==> config.mk <==
export PLATFORM = sky130hd
export DESIGN_NAME = cpu_interrupt_prioritizer
export DESIGN_NICKNAME = d
export VERILOG_FILES = /design/src/inc/irq_prio_pkg.sv /design/src/hdl/irq_arbiter.sv /design/src/hdl/vector_mapper.sv /design/src/hdl/cpu_interrupt_prioritizer.sv
export SDC_FILE = /design/constraint.sdc
export NUM_CORES = 1
export LEC_CHECK = 0
export BUFFER_PORTS_ARGS = -buffer_cell sky130_fd_sc_hd__buf_2
export CORE_MARGIN = 10
export CORE_UTILIZATION = 35
export DETAILED_ROUTE_END_ITERATION = 8
export HOLD_SLACK_MARGIN = 0.03
export PLACE_DENSITY = 0.57
export SLEW_MARGIN = 10
export SYNTH_ARGS = -nofsm -noshare
export SYNTH_HDL_FRONTEND = slang
export SYNTH_SLANG_ARGS = --single-unit
export TNS_END_PERCENT = 5
==> constraint.sdc <==
create_clock -name pclk -period 13.23 [get_ports pclk]
set_input_delay 1.323 -clock pclk [delete_from_list [all_inputs] [get_ports pclk]]
set_output_delay 1.323 -clock pclk [all_outputs]
set_load 0.05 [all_outputs]
==> src/inc/irq_prio_pkg.sv <==
// Shared constants and carrier types for the interrupt prioritizer.
// Assumes one clock domain and an APB register port with 32-bit data.
package irq_prio_pkg;

  // Vector space; vector 0 is the reset entry and never requested
  localparam int              NUM_VEC      = 32;
  localparam int              VEC_W        = 5;
  localparam int              ADDR_W       = 16;
  localparam int              PADDR_W      = 12;

  // Register indices; byte address is four times the index
  localparam logic [1:0]      IDX_CTRL     = 2'h0;
  localparam logic [1:0]      IDX_STATUS   = 2'h1;
  localparam logic [1:0]      IDX_PRI      = 2'h2;
  localparam logic [1:0]      IDX_L1VEC    = 2'h3;

  // Field positions
  localparam int              CTRL_ROT_BIT  = 0;
  localparam int              CTRL_CVT_BIT  = 5;
  localparam int              CTRL_BASE_BIT = 6;
  localparam int              STAT_L0_BIT   = 0;
  localparam int              STAT_L1_BIT   = 1;
  localparam int              STAT_NMI_BIT  = 7;

  // Reset values
  localparam logic [7:0]      CTRL_RST     = 8'h00;
  localparam logic [7:0]      PRI_RST      = 8'h00;
  localparam logic [7:0]      L1VEC_RST    = 8'h00;
  localparam logic [ADDR_W-1:0] RESET_ADDR = 16'h0000;

  // Vector table layout
  localparam logic [ADDR_W-1:0] VEC_OFFSET = 16'h0000;
  localparam int              VEC_SLOT_SH  = 1;
  localparam logic [VEC_W-1:0] CVT_NMI_VEC = 5'h01;
  localparam logic [VEC_W-1:0] CVT_L1_VEC  = 5'h02;
  localparam logic [VEC_W-1:0] CVT_L0_VEC  = 5'h03;

  // Lines wired as non-maskable in this device
  localparam logic [NUM_VEC-1:0] NMI_MASK  = 32'h0000_0002;

  // Program counter push takes this many cycles after the ack
  localparam logic [1:0]      PUSH_CYCLES  = 2'h2;

  typedef enum logic [1:0] {LVL_0, LVL_1, LVL_NMI} level_type;

  typedef struct packed {
    logic base_sel;
    logic compact;
    logic rotate;
  } ctrl_type;

  typedef struct packed {
    logic nmi_ex;
    logic l1_ex;
    logic l0_ex;
  } status_type;

  typedef struct packed {
    logic             valid;
    logic [VEC_W-1:0] vec;
    level_type        lvl;
  } pick_type;

endpackage

==> src/hdl/irq_arbiter.sv <==
// Combinational ranking of requests into one winner.
// Assumes requests come from logic on the same clock.
`timescale 1ns/10ps
module irq_arbiter (
  input  wire logic [irq_prio_pkg::NUM_VEC-1:0] req,
  input  wire logic                             gie,
  input  wire logic                             rotate,
  input  wire logic [irq_prio_pkg::VEC_W-1:0]   l1_vec,
  input  wire logic [irq_prio_pkg::VEC_W-1:0]   last_l0,
  input  wire irq_prio_pkg::status_type         status,
  output irq_prio_pkg::pick_type                pick
);

  // First set bit at or after start, wrapping; bit 0 is never a request
  function automatic logic [irq_prio_pkg::VEC_W:0] first_from(
    input logic [irq_prio_pkg::NUM_VEC-1:0] bits,
    input logic [irq_prio_pkg::VEC_W-1:0]   start);
    logic [irq_prio_pkg::VEC_W-1:0] idx;
    logic [irq_prio_pkg::VEC_W:0]   res;
    res = '0;
    for (int i = irq_prio_pkg::NUM_VEC - 1; i >= 0; i--) begin
      idx = start + irq_prio_pkg::VEC_W'(i);
      if (bits[idx] && idx != '0) begin
        res = {1'b1, idx};
      end
    end
    return res;
  endfunction

  logic [irq_prio_pkg::NUM_VEC-1:0] nmi_req;
  logic [irq_prio_pkg::NUM_VEC-1:0] l0_req;
  logic [irq_prio_pkg::VEC_W:0]     nmi_hit;
  logic [irq_prio_pkg::VEC_W:0]     l0_hit;
  logic [irq_prio_pkg::VEC_W-1:0]   l0_start;
  logic                             l1_hit;

  always_comb begin
    nmi_req  = req & irq_prio_pkg::NMI_MASK;
    l0_req   = req & ~irq_prio_pkg::NMI_MASK;
    l0_req[l1_vec] = 1'b0;
    l1_hit   = req[l1_vec] && !irq_prio_pkg::NMI_MASK[l1_vec] && l1_vec != '0;
    l0_start = rotate ? last_l0 + 5'h01 : 5'h00;
    nmi_hit  = first_from(nmi_req, 5'h00);
    l0_hit   = first_from(l0_req, l0_start);
    pick     = '0;
    if (nmi_hit[irq_prio_pkg::VEC_W] && !status.nmi_ex) begin
      pick = '{1'b1, nmi_hit[irq_prio_pkg::VEC_W-1:0], irq_prio_pkg::LVL_NMI};
    end else if (gie && !status.nmi_ex && l1_hit && !status.l1_ex) begin
      pick = '{1'b1, l1_vec, irq_prio_pkg::LVL_1};
    end else if (gie && l0_hit[irq_prio_pkg::VEC_W] && status == '0) begin
      pick = '{1'b1, l0_hit[irq_prio_pkg::VEC_W-1:0], irq_prio_pkg::LVL_0};
    end
  end

endmodule

==> src/hdl/vector_mapper.sv <==
// Combinational vector address from winner, table mode and base choice.
// Assumes the application start address is steady while running.
`timescale 1ns/10ps
module vector_mapper (
  input  wire logic [irq_prio_pkg::VEC_W-1:0]  vec,
  input  wire irq_prio_pkg::level_type         lvl,
  input  wire irq_prio_pkg::ctrl_type          ctrl,
  input  wire logic [irq_prio_pkg::ADDR_W-1:0] app_start,
  output logic      [irq_prio_pkg::ADDR_W-1:0] addr
);

  logic [irq_prio_pkg::VEC_W-1:0]  slot;
  logic [irq_prio_pkg::ADDR_W-1:0] base;

  always_comb begin
    slot = vec;
    if (ctrl.compact) begin
      case (lvl)
        irq_prio_pkg::LVL_NMI: slot = irq_prio_pkg::CVT_NMI_VEC;
        irq_prio_pkg::LVL_1:   slot = irq_prio_pkg::CVT_L1_VEC;
        default:               slot = irq_prio_pkg::CVT_L0_VEC;
      endcase
    end
    // Boot placement drops the application start
    base = ctrl.base_sel ? irq_prio_pkg::VEC_OFFSET : app_start + irq_prio_pkg::VEC_OFFSET;
    addr = base + (irq_prio_pkg::ADDR_W'(slot) << irq_prio_pkg::VEC_SLOT_SH);
  end

endmodule

==> src/hdl/cpu_interrupt_prioritizer.sv <==
// Interrupt prioritizer between peripherals and a small core, APB registers.
// Assumes core handshakes (instruction end, return, halt) are on pclk.
`timescale 1ns/10ps
module cpu_interrupt_prioritizer (
  input  wire logic                              pclk,
  input  wire logic                              presetn,
  input  wire logic                              psel,
  input  wire logic                              penable,
  input  wire logic                              pwrite,
  input  wire logic [irq_prio_pkg::PADDR_W-1:0]  paddr,
  input  wire logic [31:0]                       pwdata,
  output logic      [31:0]                       prdata,
  output logic                                   pready,
  output logic                                   pslverr,
  input  wire logic [irq_prio_pkg::NUM_VEC-1:0]  irq_req,
  input  wire logic                              global_int_enable,
  input  wire logic                              instr_done,
  input  wire logic                              return_from_handler,
  input  wire logic                              debug_halt,
  input  wire logic [irq_prio_pkg::ADDR_W-1:0]   app_start_addr,
  output logic                                   irq_ack,
  output logic      [irq_prio_pkg::VEC_W-1:0]    ack_vector,
  output logic                                   core_stall,
  output logic                                   pc_load,
  output logic      [irq_prio_pkg::ADDR_W-1:0]   pc_vector_addr,
  output logic      [irq_prio_pkg::ADDR_W-1:0]   reset_addr,
  output logic                                   nmi_executing,
  output logic                                   high_executing,
  output logic                                   low_executing
);

  typedef enum logic [1:0] {SEQ_IDLE, SEQ_PUSH, SEQ_LOAD} seq_type;

  typedef struct packed {
    seq_type                          seq;
    logic [1:0]                       push_cnt;
    logic                             gap_ok;
    irq_prio_pkg::ctrl_type           ctrl;
    irq_prio_pkg::status_type         status;
    logic [irq_prio_pkg::VEC_W-1:0]   l1_vec;
    logic [irq_prio_pkg::VEC_W-1:0]   last_l0;
    logic [irq_prio_pkg::ADDR_W-1:0]  vec_addr;
    logic [31:0]                      rdata;
    logic                             ready;
    logic                             err;
    logic                             ack;
    logic [irq_prio_pkg::VEC_W-1:0]   ack_vec;
    logic                             stall;
    logic                             load;
  } state_type;

  state_type state_ff;
  state_type nxt_state;

  irq_prio_pkg::pick_type          pick;
  logic [irq_prio_pkg::ADDR_W-1:0] pick_addr;
  logic                            access;
  logic                            addr_ok;
  logic [1:0]                      idx;

  irq_arbiter u_arbiter (
    .req     (irq_req),
    .gie     (global_int_enable),
    .rotate  (state_ff.ctrl.rotate),
    .l1_vec  (state_ff.l1_vec),
    .last_l0 (state_ff.last_l0),
    .status  (state_ff.status),
    .pick    (pick)
  );

  vector_mapper u_mapper (
    .vec       (pick.vec),
    .lvl       (pick.lvl),
    .ctrl      (state_ff.ctrl),
    .app_start (app_start_addr),
    .addr      (pick_addr)
  );

  // Register view of control fields
  function automatic logic [31:0] ctrl_word(input irq_prio_pkg::ctrl_type c);
    logic [31:0] w;
    w = '0;
    w[irq_prio_pkg::CTRL_ROT_BIT]  = c.rotate;
    w[irq_prio_pkg::CTRL_CVT_BIT]  = c.compact;
    w[irq_prio_pkg::CTRL_BASE_BIT] = c.base_sel;
    return w;
  endfunction

  function automatic logic [31:0] status_word(input irq_prio_pkg::status_type s);
    logic [31:0] w;
    w = '0;
    w[irq_prio_pkg::STAT_L0_BIT]  = s.l0_ex;
    w[irq_prio_pkg::STAT_L1_BIT]  = s.l1_ex;
    w[irq_prio_pkg::STAT_NMI_BIT] = s.nmi_ex;
    return w;
  endfunction

  always_comb begin
    nxt_state = state_ff;
    access    = psel && penable;
    idx       = paddr[3:2];
    addr_ok   = paddr[irq_prio_pkg::PADDR_W-1:4] == '0 && paddr[1:0] == 2'h0;

    // APB slave: one wait state, answer from registers
    nxt_state.ready = 1'b0;
    nxt_state.err   = 1'b0;
    if (access && !state_ff.ready) begin
      nxt_state.ready = 1'b1;
      nxt_state.err   = !addr_ok;
      nxt_state.rdata = '0;
      if (addr_ok && !pwrite) begin
        case (idx)
          irq_prio_pkg::IDX_CTRL:   nxt_state.rdata = ctrl_word(state_ff.ctrl);
          irq_prio_pkg::IDX_STATUS: nxt_state.rdata = status_word(state_ff.status);
          irq_prio_pkg::IDX_PRI:    nxt_state.rdata = 32'(state_ff.last_l0);
          irq_prio_pkg::IDX_L1VEC:  nxt_state.rdata = 32'(state_ff.l1_vec);
          default:                  nxt_state.rdata = '0;
        endcase
      end
    end

    // Writes take effect at the completing edge; status is read-only
    if (access && state_ff.ready && pwrite && addr_ok) begin
      case (idx)
        irq_prio_pkg::IDX_CTRL: begin
          nxt_state.ctrl.rotate   = pwdata[irq_prio_pkg::CTRL_ROT_BIT];
          nxt_state.ctrl.compact  = pwdata[irq_prio_pkg::CTRL_CVT_BIT];
          nxt_state.ctrl.base_sel = pwdata[irq_prio_pkg::CTRL_BASE_BIT];
        end
        irq_prio_pkg::IDX_PRI:   nxt_state.last_l0 = pwdata[irq_prio_pkg::VEC_W-1:0];
        irq_prio_pkg::IDX_L1VEC: nxt_state.l1_vec = pwdata[irq_prio_pkg::VEC_W-1:0];
        default: ;
      endcase
    end

    // Pulses last one cycle
    nxt_state.ack  = 1'b0;
    nxt_state.load = 1'b0;

    // Halted core freezes the sequencer and level flags; APB register writes still take effect
    if (!debug_halt) begin
      case (state_ff.seq)
        SEQ_IDLE: begin
          if (return_from_handler) begin
            // Highest active level only; no saved copy exists
            if (state_ff.status.nmi_ex) begin
              nxt_state.status.nmi_ex = 1'b0;
            end else if (state_ff.status.l1_ex) begin
              nxt_state.status.l1_ex = 1'b0;
            end else begin
              nxt_state.status.l0_ex = 1'b0;
            end
            nxt_state.gap_ok = 1'b0;
          end else if (instr_done) begin
            if (pick.valid && state_ff.gap_ok) begin
              nxt_state.ack      = 1'b1;
              nxt_state.ack_vec  = pick.vec;
              nxt_state.vec_addr = pick_addr;
              nxt_state.gap_ok   = 1'b0;
              nxt_state.stall    = 1'b1;
              nxt_state.push_cnt = irq_prio_pkg::PUSH_CYCLES;
              nxt_state.seq      = SEQ_PUSH;
              // Only the level flag changes, plus last_l0 for level 0; global enable is untouched
              case (pick.lvl)
                irq_prio_pkg::LVL_NMI: nxt_state.status.nmi_ex = 1'b1;
                irq_prio_pkg::LVL_1:   nxt_state.status.l1_ex = 1'b1;
                default: begin
                  nxt_state.status.l0_ex = 1'b1;
                  nxt_state.last_l0      = pick.vec;
                end
              endcase
            end else begin
              nxt_state.gap_ok = 1'b1;
            end
          end
        end
        SEQ_PUSH: begin
          // Core stores its program counter during these cycles
          nxt_state.push_cnt = state_ff.push_cnt - 2'h1;
          if (state_ff.push_cnt == 2'h1) begin
            nxt_state.seq = SEQ_LOAD;
          end
        end
        SEQ_LOAD: begin
          nxt_state.load  = 1'b1;
          nxt_state.stall = 1'b0;
          nxt_state.seq   = SEQ_IDLE;
        end
        default: begin
          nxt_state.seq   = SEQ_IDLE;
          nxt_state.stall = 1'b0;
        end
      endcase
    end
  end

  always_ff @(posedge pclk or negedge presetn) begin
    if (!presetn) begin
      state_ff          <= '0;
      state_ff.seq      <= SEQ_IDLE;
      state_ff.ctrl     <= irq_prio_pkg::ctrl_type'(3'h0);
      state_ff.l1_vec   <= irq_prio_pkg::L1VEC_RST[irq_prio_pkg::VEC_W-1:0];
      state_ff.last_l0  <= irq_prio_pkg::PRI_RST[irq_prio_pkg::VEC_W-1:0];
    end else begin
      state_ff <= nxt_state;
    end
  end

  // Reset entry is fixed regardless of base placement
  always_ff @(posedge pclk or negedge presetn) begin
    if (!presetn) begin
      reset_addr <= irq_prio_pkg::RESET_ADDR;
    end else begin
      reset_addr <= irq_prio_pkg::RESET_ADDR;
    end
  end

  always_comb begin
    prdata         = state_ff.rdata;
    pready         = state_ff.ready;
    pslverr        = state_ff.err;
    irq_ack        = state_ff.ack;
    ack_vector     = state_ff.ack_vec;
    core_stall     = state_ff.stall;
    pc_load        = state_ff.load;
    pc_vector_addr = state_ff.vec_addr;
    nmi_executing  = state_ff.status.nmi_ex;
    high_executing = state_ff.status.l1_ex;
    low_executing  = state_ff.status.l0_ex;
  end

endmodule

* Yosys cells after proc, flatten, opt, wreduce, memory -nomap -nowiden
Memory sizes are Yosys's and may differ from the RTL's.
Index checks and enable logic that the tools add are counted.
** Word-level totals
- Register bits after elaboration :: 79
- Bits in latches :: 0
- Memory bits (writable) :: 0
- Memory bits (read-only) :: 32
- Bits of input ports :: 101
- Output and inout port bits :: 77
- Logic and storage cells :: 360
- Memories kept :: 1
** Memory list
- (no name shown) :: depth 32, width 1, read ports 1, clocked after memory_dff 0, write ports 0, RTL line irq_arbiter.sv:41 : l1_hit = req[l1_vec] && !irq_prio_pkg::NMI_MASK[l1_vec] && l1_vec != '0;
** Operators by class
- Add/sub/neg operators :: 34
- $mul :: 0
- Divide/modulo/power cells :: 0
- Magnitude comparators :: 34
- Equal/unequal tests :: 15
- Shifts and indexed selects :: 0
- Muxes and demuxes :: 143
- Bitwise gates (word level) :: 5
- Reduce and logical (&&, ||, !) cells :: 109
** Operators by type and width (number)
- 6-bit 2-to-1 mux :: 34
- 5-bit by 6-bit less-than comparator with 1-bit output (second input constant) :: 33
- 1-bit binary-select mux with 5-bit select :: 33
- 5-bit nonzero test :: 33
- 32-bit one-hot mux with 4 select lines :: 1
- 21-bit 2-to-1 mux :: 5
- 5-bit adder (second input constant) :: 16
- 1-bit logical AND :: 49
- 1-bit 2-to-1 mux :: 42
- 5-bit by 4-bit adder with 5-bit output (second input constant) :: 8
- 32-bit AND :: 1
- 32-bit 2-to-1 mux :: 1
- 8-bit 2-to-1 mux :: 4
- 32-bit NOT :: 1
- 5-bit 2-to-1 mux :: 6
- 5-bit AND reduction :: 5
- 7-bit 2-to-1 mux :: 3
- 5-bit by 3-bit adder with 5-bit output (second input constant) :: 4
- 16-bit by 6-bit adder with 16-bit output :: 1
- 16-bit 2-to-1 mux :: 1
- 2-bit != test (second input constant) :: 6
- 2-bit one-hot mux with 2 select lines :: 3
- 5-bit by 1-bit adder with 5-bit output (second input constant) :: 2
- 5-bit by 2-bit adder with 5-bit output (second input constant) :: 2
- other kinds (21) :: 46

* Logic depth before layout (Yosys ltp)
- Depth after elaboration :: 55
- Mapped depth :: 34
- Gate-level depth less buffers :: 26

* Hierarchy
A second synthesis with hierarchy kept.
** Unflattened totals
- Cell total of the unflattened synthesis :: 1177
- Area, all modules :: 9786.9 µm²
** Modules (own cells, without submodules)
- irq_arbiter :: times used 1, cells an instance 847, area an instance 6308.6 µm², sequential area each 0.0 µm²
- cpu_interrupt_prioritizer :: times used 1, cells an instance 251, area an instance 2917.8 µm², sequential area each 1376.3 µm²
- vector_mapper :: times used 1, cells an instance 79, area an instance 560.5 µm², sequential area each 0.0 µm²

* Worst setup path before layout
Ideal clock, no wire load.
- Path type :: register to register
- Start point :: register, netlist name state_ff[58]
- End point :: register state_ff (netlist bit pc_vector_addr[13])
- Setup time :: 134 ps
- Arrival :: 6977 ps
- Slack :: 6120 ps
- Stages on the path, launching flop included :: 34
- Path buffers :: 7
- Cells stage by stage :: dfrtp_1 > ha_1 > clkbuf_1 > and2_0 > clkbuf_1 > inv_1 > clkbuf_1 > clkbuf_1 > clkbuf_1 > ha_1 > clkbuf_1 > inv_1 > a21oi_1 > nor2_1 > clkbuf_1 > a221oi_1 > a41oi_1 > a21oi_2 > nand4_1 > nor4_4 > a211oi_2 > o211ai_1 > a22o_1 > a22oi_1 > ha_1 > fa_1 > a21o_1 > a21oi_1 > nor2b_1 > o21ai_0 > nor3_1 > nand4_1 > xor2_1 > o31ai_1
** On the way
- Cells in the longest elaborated chain, start to end :: 45
- Elaborated cells on any way between the ends :: 202
- Those cells by class :: 33 x add/sub; 101 x mux; 68 x reduce/logical
** RTL lines
- 5-bit by 1-bit adder with 5-bit output * :: RTL line irq_arbiter.sv:42 : l0_start = rotate ? last_l0 + 5'h01 : 5'h00;
- 5-bit 2-to-1 mux * :: RTL line irq_arbiter.sv:42
- 5-bit adder :: RTL line irq_arbiter.sv:22 : idx = start + irq_prio_pkg::VEC_W'(i);
- 1-bit binary-select mux with 5-bit select :: RTL line irq_arbiter.sv:23 : if (bits[idx] && idx != '0) begin
- 1-bit 2-to-1 mux (not written as such) :: RTL line irq_arbiter.sv:23
- 1-bit logical AND :: RTL line irq_arbiter.sv:23
- 6-bit 2-to-1 mux (31 in series) :: RTL line irq_arbiter.sv:23
- 6-bit 2-to-1 mux * :: RTL line irq_arbiter.sv:23
- 1-bit logical AND (2 in series) :: RTL line irq_arbiter.sv:50 : end else if (gie && l0_hit[irq_prio_pkg::VEC_W] && status == '0) begin
- 8-bit 2-to-1 mux * :: RTL line irq_arbiter.sv:50
- 8-bit 2-to-1 mux * :: RTL line irq_arbiter.sv:48 : end else if (gie && !status.nmi_ex && l1_hit && !status.l1_ex) begin
- 8-bit 2-to-1 mux * :: RTL line irq_arbiter.sv:46 : if (nmi_hit[irq_prio_pkg::VEC_W] && !status.nmi_ex) begin
- 5-bit 2-to-1 mux / 1-bit logical AND (equally long branches) :: RTL line vector_mapper.sv:17, cpu_interrupt_prioritizer.sv:155
- 16-bit by 6-bit adder with 16-bit output / 5-bit AND reduction (equally long branches)
- end signal: assignment :: RTL line cpu_interrupt_prioritizer.sv:205 : state_ff <= nxt_state;
- end: declaration :: RTL line cpu_interrupt_prioritizer.sv:52 : state_type state_ff;
Mark *: on every way between the ends. The rest lies on a longest branch, timed or not. The select of a mux whose other input is x is not followed.
A chain may end at the register's enable or synchronous reset.

* Final worst setup path
- Start point :: register, netlist name state_ff[58]
- End point :: register state_ff (netlist bit pc_vector_addr[15])
** On the way
- Cells in the longest elaborated chain, start to end :: 45
- Elaborated cells on any way between the ends :: 202
- Those cells by class :: 33 x add/sub; 101 x mux; 68 x reduce/logical
** RTL lines (RTL line)
- 5-bit by 1-bit adder with 5-bit output * :: irq_arbiter.sv:42
- 5-bit 2-to-1 mux * :: irq_arbiter.sv:42
- 5-bit adder :: irq_arbiter.sv:22
- 1-bit binary-select mux with 5-bit select :: irq_arbiter.sv:23
- 1-bit 2-to-1 mux (not written as such) :: irq_arbiter.sv:23
- 1-bit logical AND :: irq_arbiter.sv:23
- 6-bit 2-to-1 mux (31 in series) :: irq_arbiter.sv:23
- 6-bit 2-to-1 mux * :: irq_arbiter.sv:23
- 1-bit logical AND (2 in series) :: irq_arbiter.sv:50
- 8-bit 2-to-1 mux * :: irq_arbiter.sv:50
- 8-bit 2-to-1 mux * :: irq_arbiter.sv:48
- 8-bit 2-to-1 mux * :: irq_arbiter.sv:46
- 5-bit 2-to-1 mux / 1-bit logical AND (equally long branches) :: vector_mapper.sv:17, cpu_interrupt_prioritizer.sv:155
- 16-bit by 6-bit adder with 16-bit output / 5-bit AND reduction (equally long branches)
Marks and branches as above.

==> flow_summary.ini <==
[status]
run_status = finished clean

[clock_tree]
tritoncts = built
cts_hold_buffers = 0
ctsLongestPathBuffers = 2
postCtsResizedCells = 0
clock_insertion_delay_worst_skew_ns = 0.30
cts-buffers-inserted = 5
post_cts.repair.setup_buffers = 0
cts.htree.levels = 2
cts.sinks = 55
clockRootBuffer = sky130_fd_sc_hd__clkbuf_16
clock_transition_at_path_regs_ns = 0.07

[route]
dr_total_vias = 10900
wirelength_microns = 43100
drcViolationCount = 0
route.detailed.vias_per_inst = 6.54
drt_iter0_markers = 1195
detailedRoute.firstPassIterationCount = 5
avgRoutedWirePerCell_microns = 25.9
detail-route-antenna-nets = 0

[synthesis]
netlist-cell-type-count = 94
synthesis.area_sq_um = 10200
synth-async-reset-ratio = 1.00
synth_seq_cells = 55
synth-main-ff-cell = sky130_fd_sc_hd__dfrtp_1
syn-instance-count = 1256
synth.avg_cell_area_sq_um = 8.11
synth_seq_area_share = 0.135
ys.warnings.count = 0
synth_edf_count = 0

[worst_setup_path]
critPathArrivalTime_ns = 9.54
timing.critical_path.slowest_cell_delay_ns = 0.92
cp_num_buf_inv = 5
crit_path_start_kind = register
cp-end-kind = register
critical_path_maximum_fanout = 43
timing.critical_path.required_ns = 13.39
critPathKind = register to register
delay_heaviest_family_cp = compound AO/OA/AOI/OAI gates
crit_path_top_delay_cell = sky130_fd_sc_hd__a21oi_1

[floorplanning]
die_y_microns = 191
start_util = 0.355
floorplan.core_area_sq_um = 28700
top_level_ports = 178
die_area_sq_um = 36300
die_x_microns = 191
core.rowCount = 62

[finish]
insertedDiodeCount = 0
design.final.nets = 1398
layout.filler_cells = 3078
area_delta_synth_final_pct = 5.84
layout.core_utilization = 0.375
drive_above_1_share = 0.204

[placed_design]
place_congestion = 0.985
placement.io_buffers = 112
hpwlAfterDp_microns = 33600

[timing]
timing_worst_slew_pin_value_ns = 1.28
layout_worst_path_cycle_share = 0.709
finClkSkew_ns = 0.00521
slew_headroom = 0.138
max_clock_freq_ghz = 0.107
setup_tns_after_final_layout_ns = 0
finalSetupViolations = 0
count_of_pins_over_their_slew_limit = 0
rsz0062_at_grt = false
report.final.hold_viol_count = 0
final_period_minus_worst_setup_slack_ns = 9.38

[pwr]
powerDensity_nw_per_um2 = 73.1
swShare = 0.491
share_clk_of_total_power = 0.178
power.net_switching_uw = 387
vdd_drop_max_mv = 0.0576
power.leakage_uw = 0.00429
power.share.sequential = 0.300
combPwrFrac = 0.522
p_total_uw = 788
p_int_uw = 401

[hold_path]
min_path_type = register to register

[global_routing]
first_global_vias = 10300
grt_antenna_before_repair = 0
pin_count_of_the_biggest_net_entering_global_routing = 56
overall_overflow_remaining_after_global_route = 0
groute.usage.overall = 0.228
grt_first_pass_wirelength_microns = 64800

[run]
cap_violations = 0
==> cells in the final DEF (no fill, tap or decap), types with 36 or more instances in the layout <==
master and n:
sky130_fd_sc_hd__mux2i_1 42, sky130_fd_sc_hd__nand2_1 94, sky130_fd_sc_hd__nor3_1 36, sky130_fd_sc_hd__nor2_1 99, sky130_fd_sc_hd__mux4_2 52, sky130_fd_sc_hd__xnor2_1 40
sky130_fd_sc_hd__buf_2 112, sky130_fd_sc_hd__o211ai_1 43, sky130_fd_sc_hd__o21ai_0 78, sky130_fd_sc_hd__dfrtp_1 55, sky130_fd_sc_hd__conb_1 40, sky130_fd_sc_hd__a21oi_1 59
==> Yosys cell counts (all sizes together), types with 9 or more instances <==
master | count | area [sq um]
a211o | 9 | 78.8
ha | 15 | 188
nor2 | 100 | 375
o21ai | 97 | 485
nand2b | 10 | 62.6
mux2i | 45 | 467
a21boi | 12 | 93.8
o31ai | 20 | 150
nand3 | 31 | 155
nor4 | 16 | 121
or2 | 9 | 56.3
dfrtp | 55 | 1380
mux2 | 37 | 428
a211oi | 15 | 118
nand2 | 94 | 353
o211ai | 43 | 323
clkbuf | 35 | 131
o21a | 17 | 128
inv | 20 | 75.1
buf | 123 | 818
a31oi | 27 | 169
nor3 | 36 | 180
or3 | 10 | 62.6
o22ai | 13 | 87.6
o211a | 11 | 110
nand3b | 9 | 67.6
nor2b | 17 | 106
o2111ai | 17 | 166
and3 | 9 | 56.3
a21oi | 61 | 313
xnor2 | 44 | 415
mux4 | 52 | 1170
xor2 | 9 | 78.8
==> kinds of logic after synthesis <==
family                     share of synthesized area
AOI/OAI and AO/OA                              0.308
xor gates and xnor gates                      0.0485
adders and majority gates                     0.0204
buffers and inverters                          0.101
DFF                                            0.135
muxes                                          0.203
other                                       0.000368
and+or+nand+nor                                0.184
==> sequential cells by signal, summed over array words and instances, names as in the netlist <==
name            cells
prdata              8
pc_vector_addr     16
core_stall          1
high_executing      1
ack_vector          5
pready              1
low_executing       1
pc_load             1
state_ff           18
irq_ack             1
pslverr             1
nmi_executing       1
==> path summary, 6_finish.rpt <==
path	start	to	slack [ns]	cells past startpoint
setup / recovery	state_ff[58]$_DFF_PN0_	pc_vector_addr[15]$_DFFE_PN0P_	3.85	28
hold / removal	pc_vector_addr[0]$_DFFE_PN0P_	pc_vector_addr[0]$_DFFE_PN0P_	0.47	2
setup reg to reg	state_ff[58]$_DFF_PN0_	pc_vector_addr[15]$_DFFE_PN0P_	3.85	28
hold reg to reg	pc_vector_addr[0]$_DFFE_PN0P_	pc_vector_addr[0]$_DFFE_PN0P_	0.47	2
max in group asynchronous	presetn	state_ff[61]$_DFF_PN0_	11.60	2
min in group asynchronous	presetn	pc_vector_addr[14]$_DFFE_PN0P_	1.16	2
==> power by group through the flow <==
| stage | Sequential [uW] | Clock (uW) | Combinational, uW |
|---|---|---|---|
| 2_1_floorplan | 247 | 0 | 339 |
| 3_3_place_gp | 238 | 0 | 408 |
| 3_5_place_dp | 240 | 0 | 410 |
| 4_1_cts | 237 | 144 | 410 |
| 5_1_grt | 243 | 151 | 440 |
| 6_report | 237 | 140 | 412 |
==> area by class of cell <==
| class | count | area [sq um] | area share |
|---|---|---|---|
| multi-input cells | 1062 | 7950 | 0.737 |
| flip-flops and latches | 55 | 1380 | 0.128 |
| repair buffers | 137 | 748 | 0.0694 |
| well taps | 384 | 480 | 0.0446 |
| clock buffers | 7 | 143 | 0.0132 |
| inverters | 20 | 75.1 | 0.00697 |
| clock inverters | 1 | 8.76 | 0.000813 |
==> worst reg2reg max path: cells and delay by family, from the launching register on <==
family | cells | cell delay (ns)
adders and majority gates | 3 | 1.60
DFF | 1 | 0.49
buffers and inverters | 5 | 1.34
xor gates and xnor gates | 1 | 0.19
AOI/OAI and AO/OA | 10 | 3.83
and+or+nand+nor | 9 | 1.80
==> metrics by stage <==
| stage | hold slack [ns] | setup slack (ns) | instance area (sq um) | std cells |
|---|---|---|---|---|
| global placement | 0.449 | 4.29 | 10600 | 1658 |
| global route | 0.505 | 3.35 | 10800 | 1666 |
| CTS | 0.475 | 4.12 | 10800 | 1666 |
| floorplan | 0.440 | 6.12 | 10300 | 1295 |
| finish | 0.467 | 3.85 | 10800 | 1666 |
| detailed placement | 0.459 | 4.14 | 10600 | 1658 |
==> metal layers <==
| metal | global-route usage | vias to the layer above | share of wire |
|---|---|---|---|
| met5 | 0 | - | 0 |
| met1 | 0.314 | 5349 | 0.42 |
| met4 | 0.0981 | 0 | 0.042 |
| met2 | 0.348 | 601 | 0.45 |
| li1 | - | 4842 | - |
| met3 | 0.0340 | 102 | 0.088 |
Power figures use the tool's default switching activity.
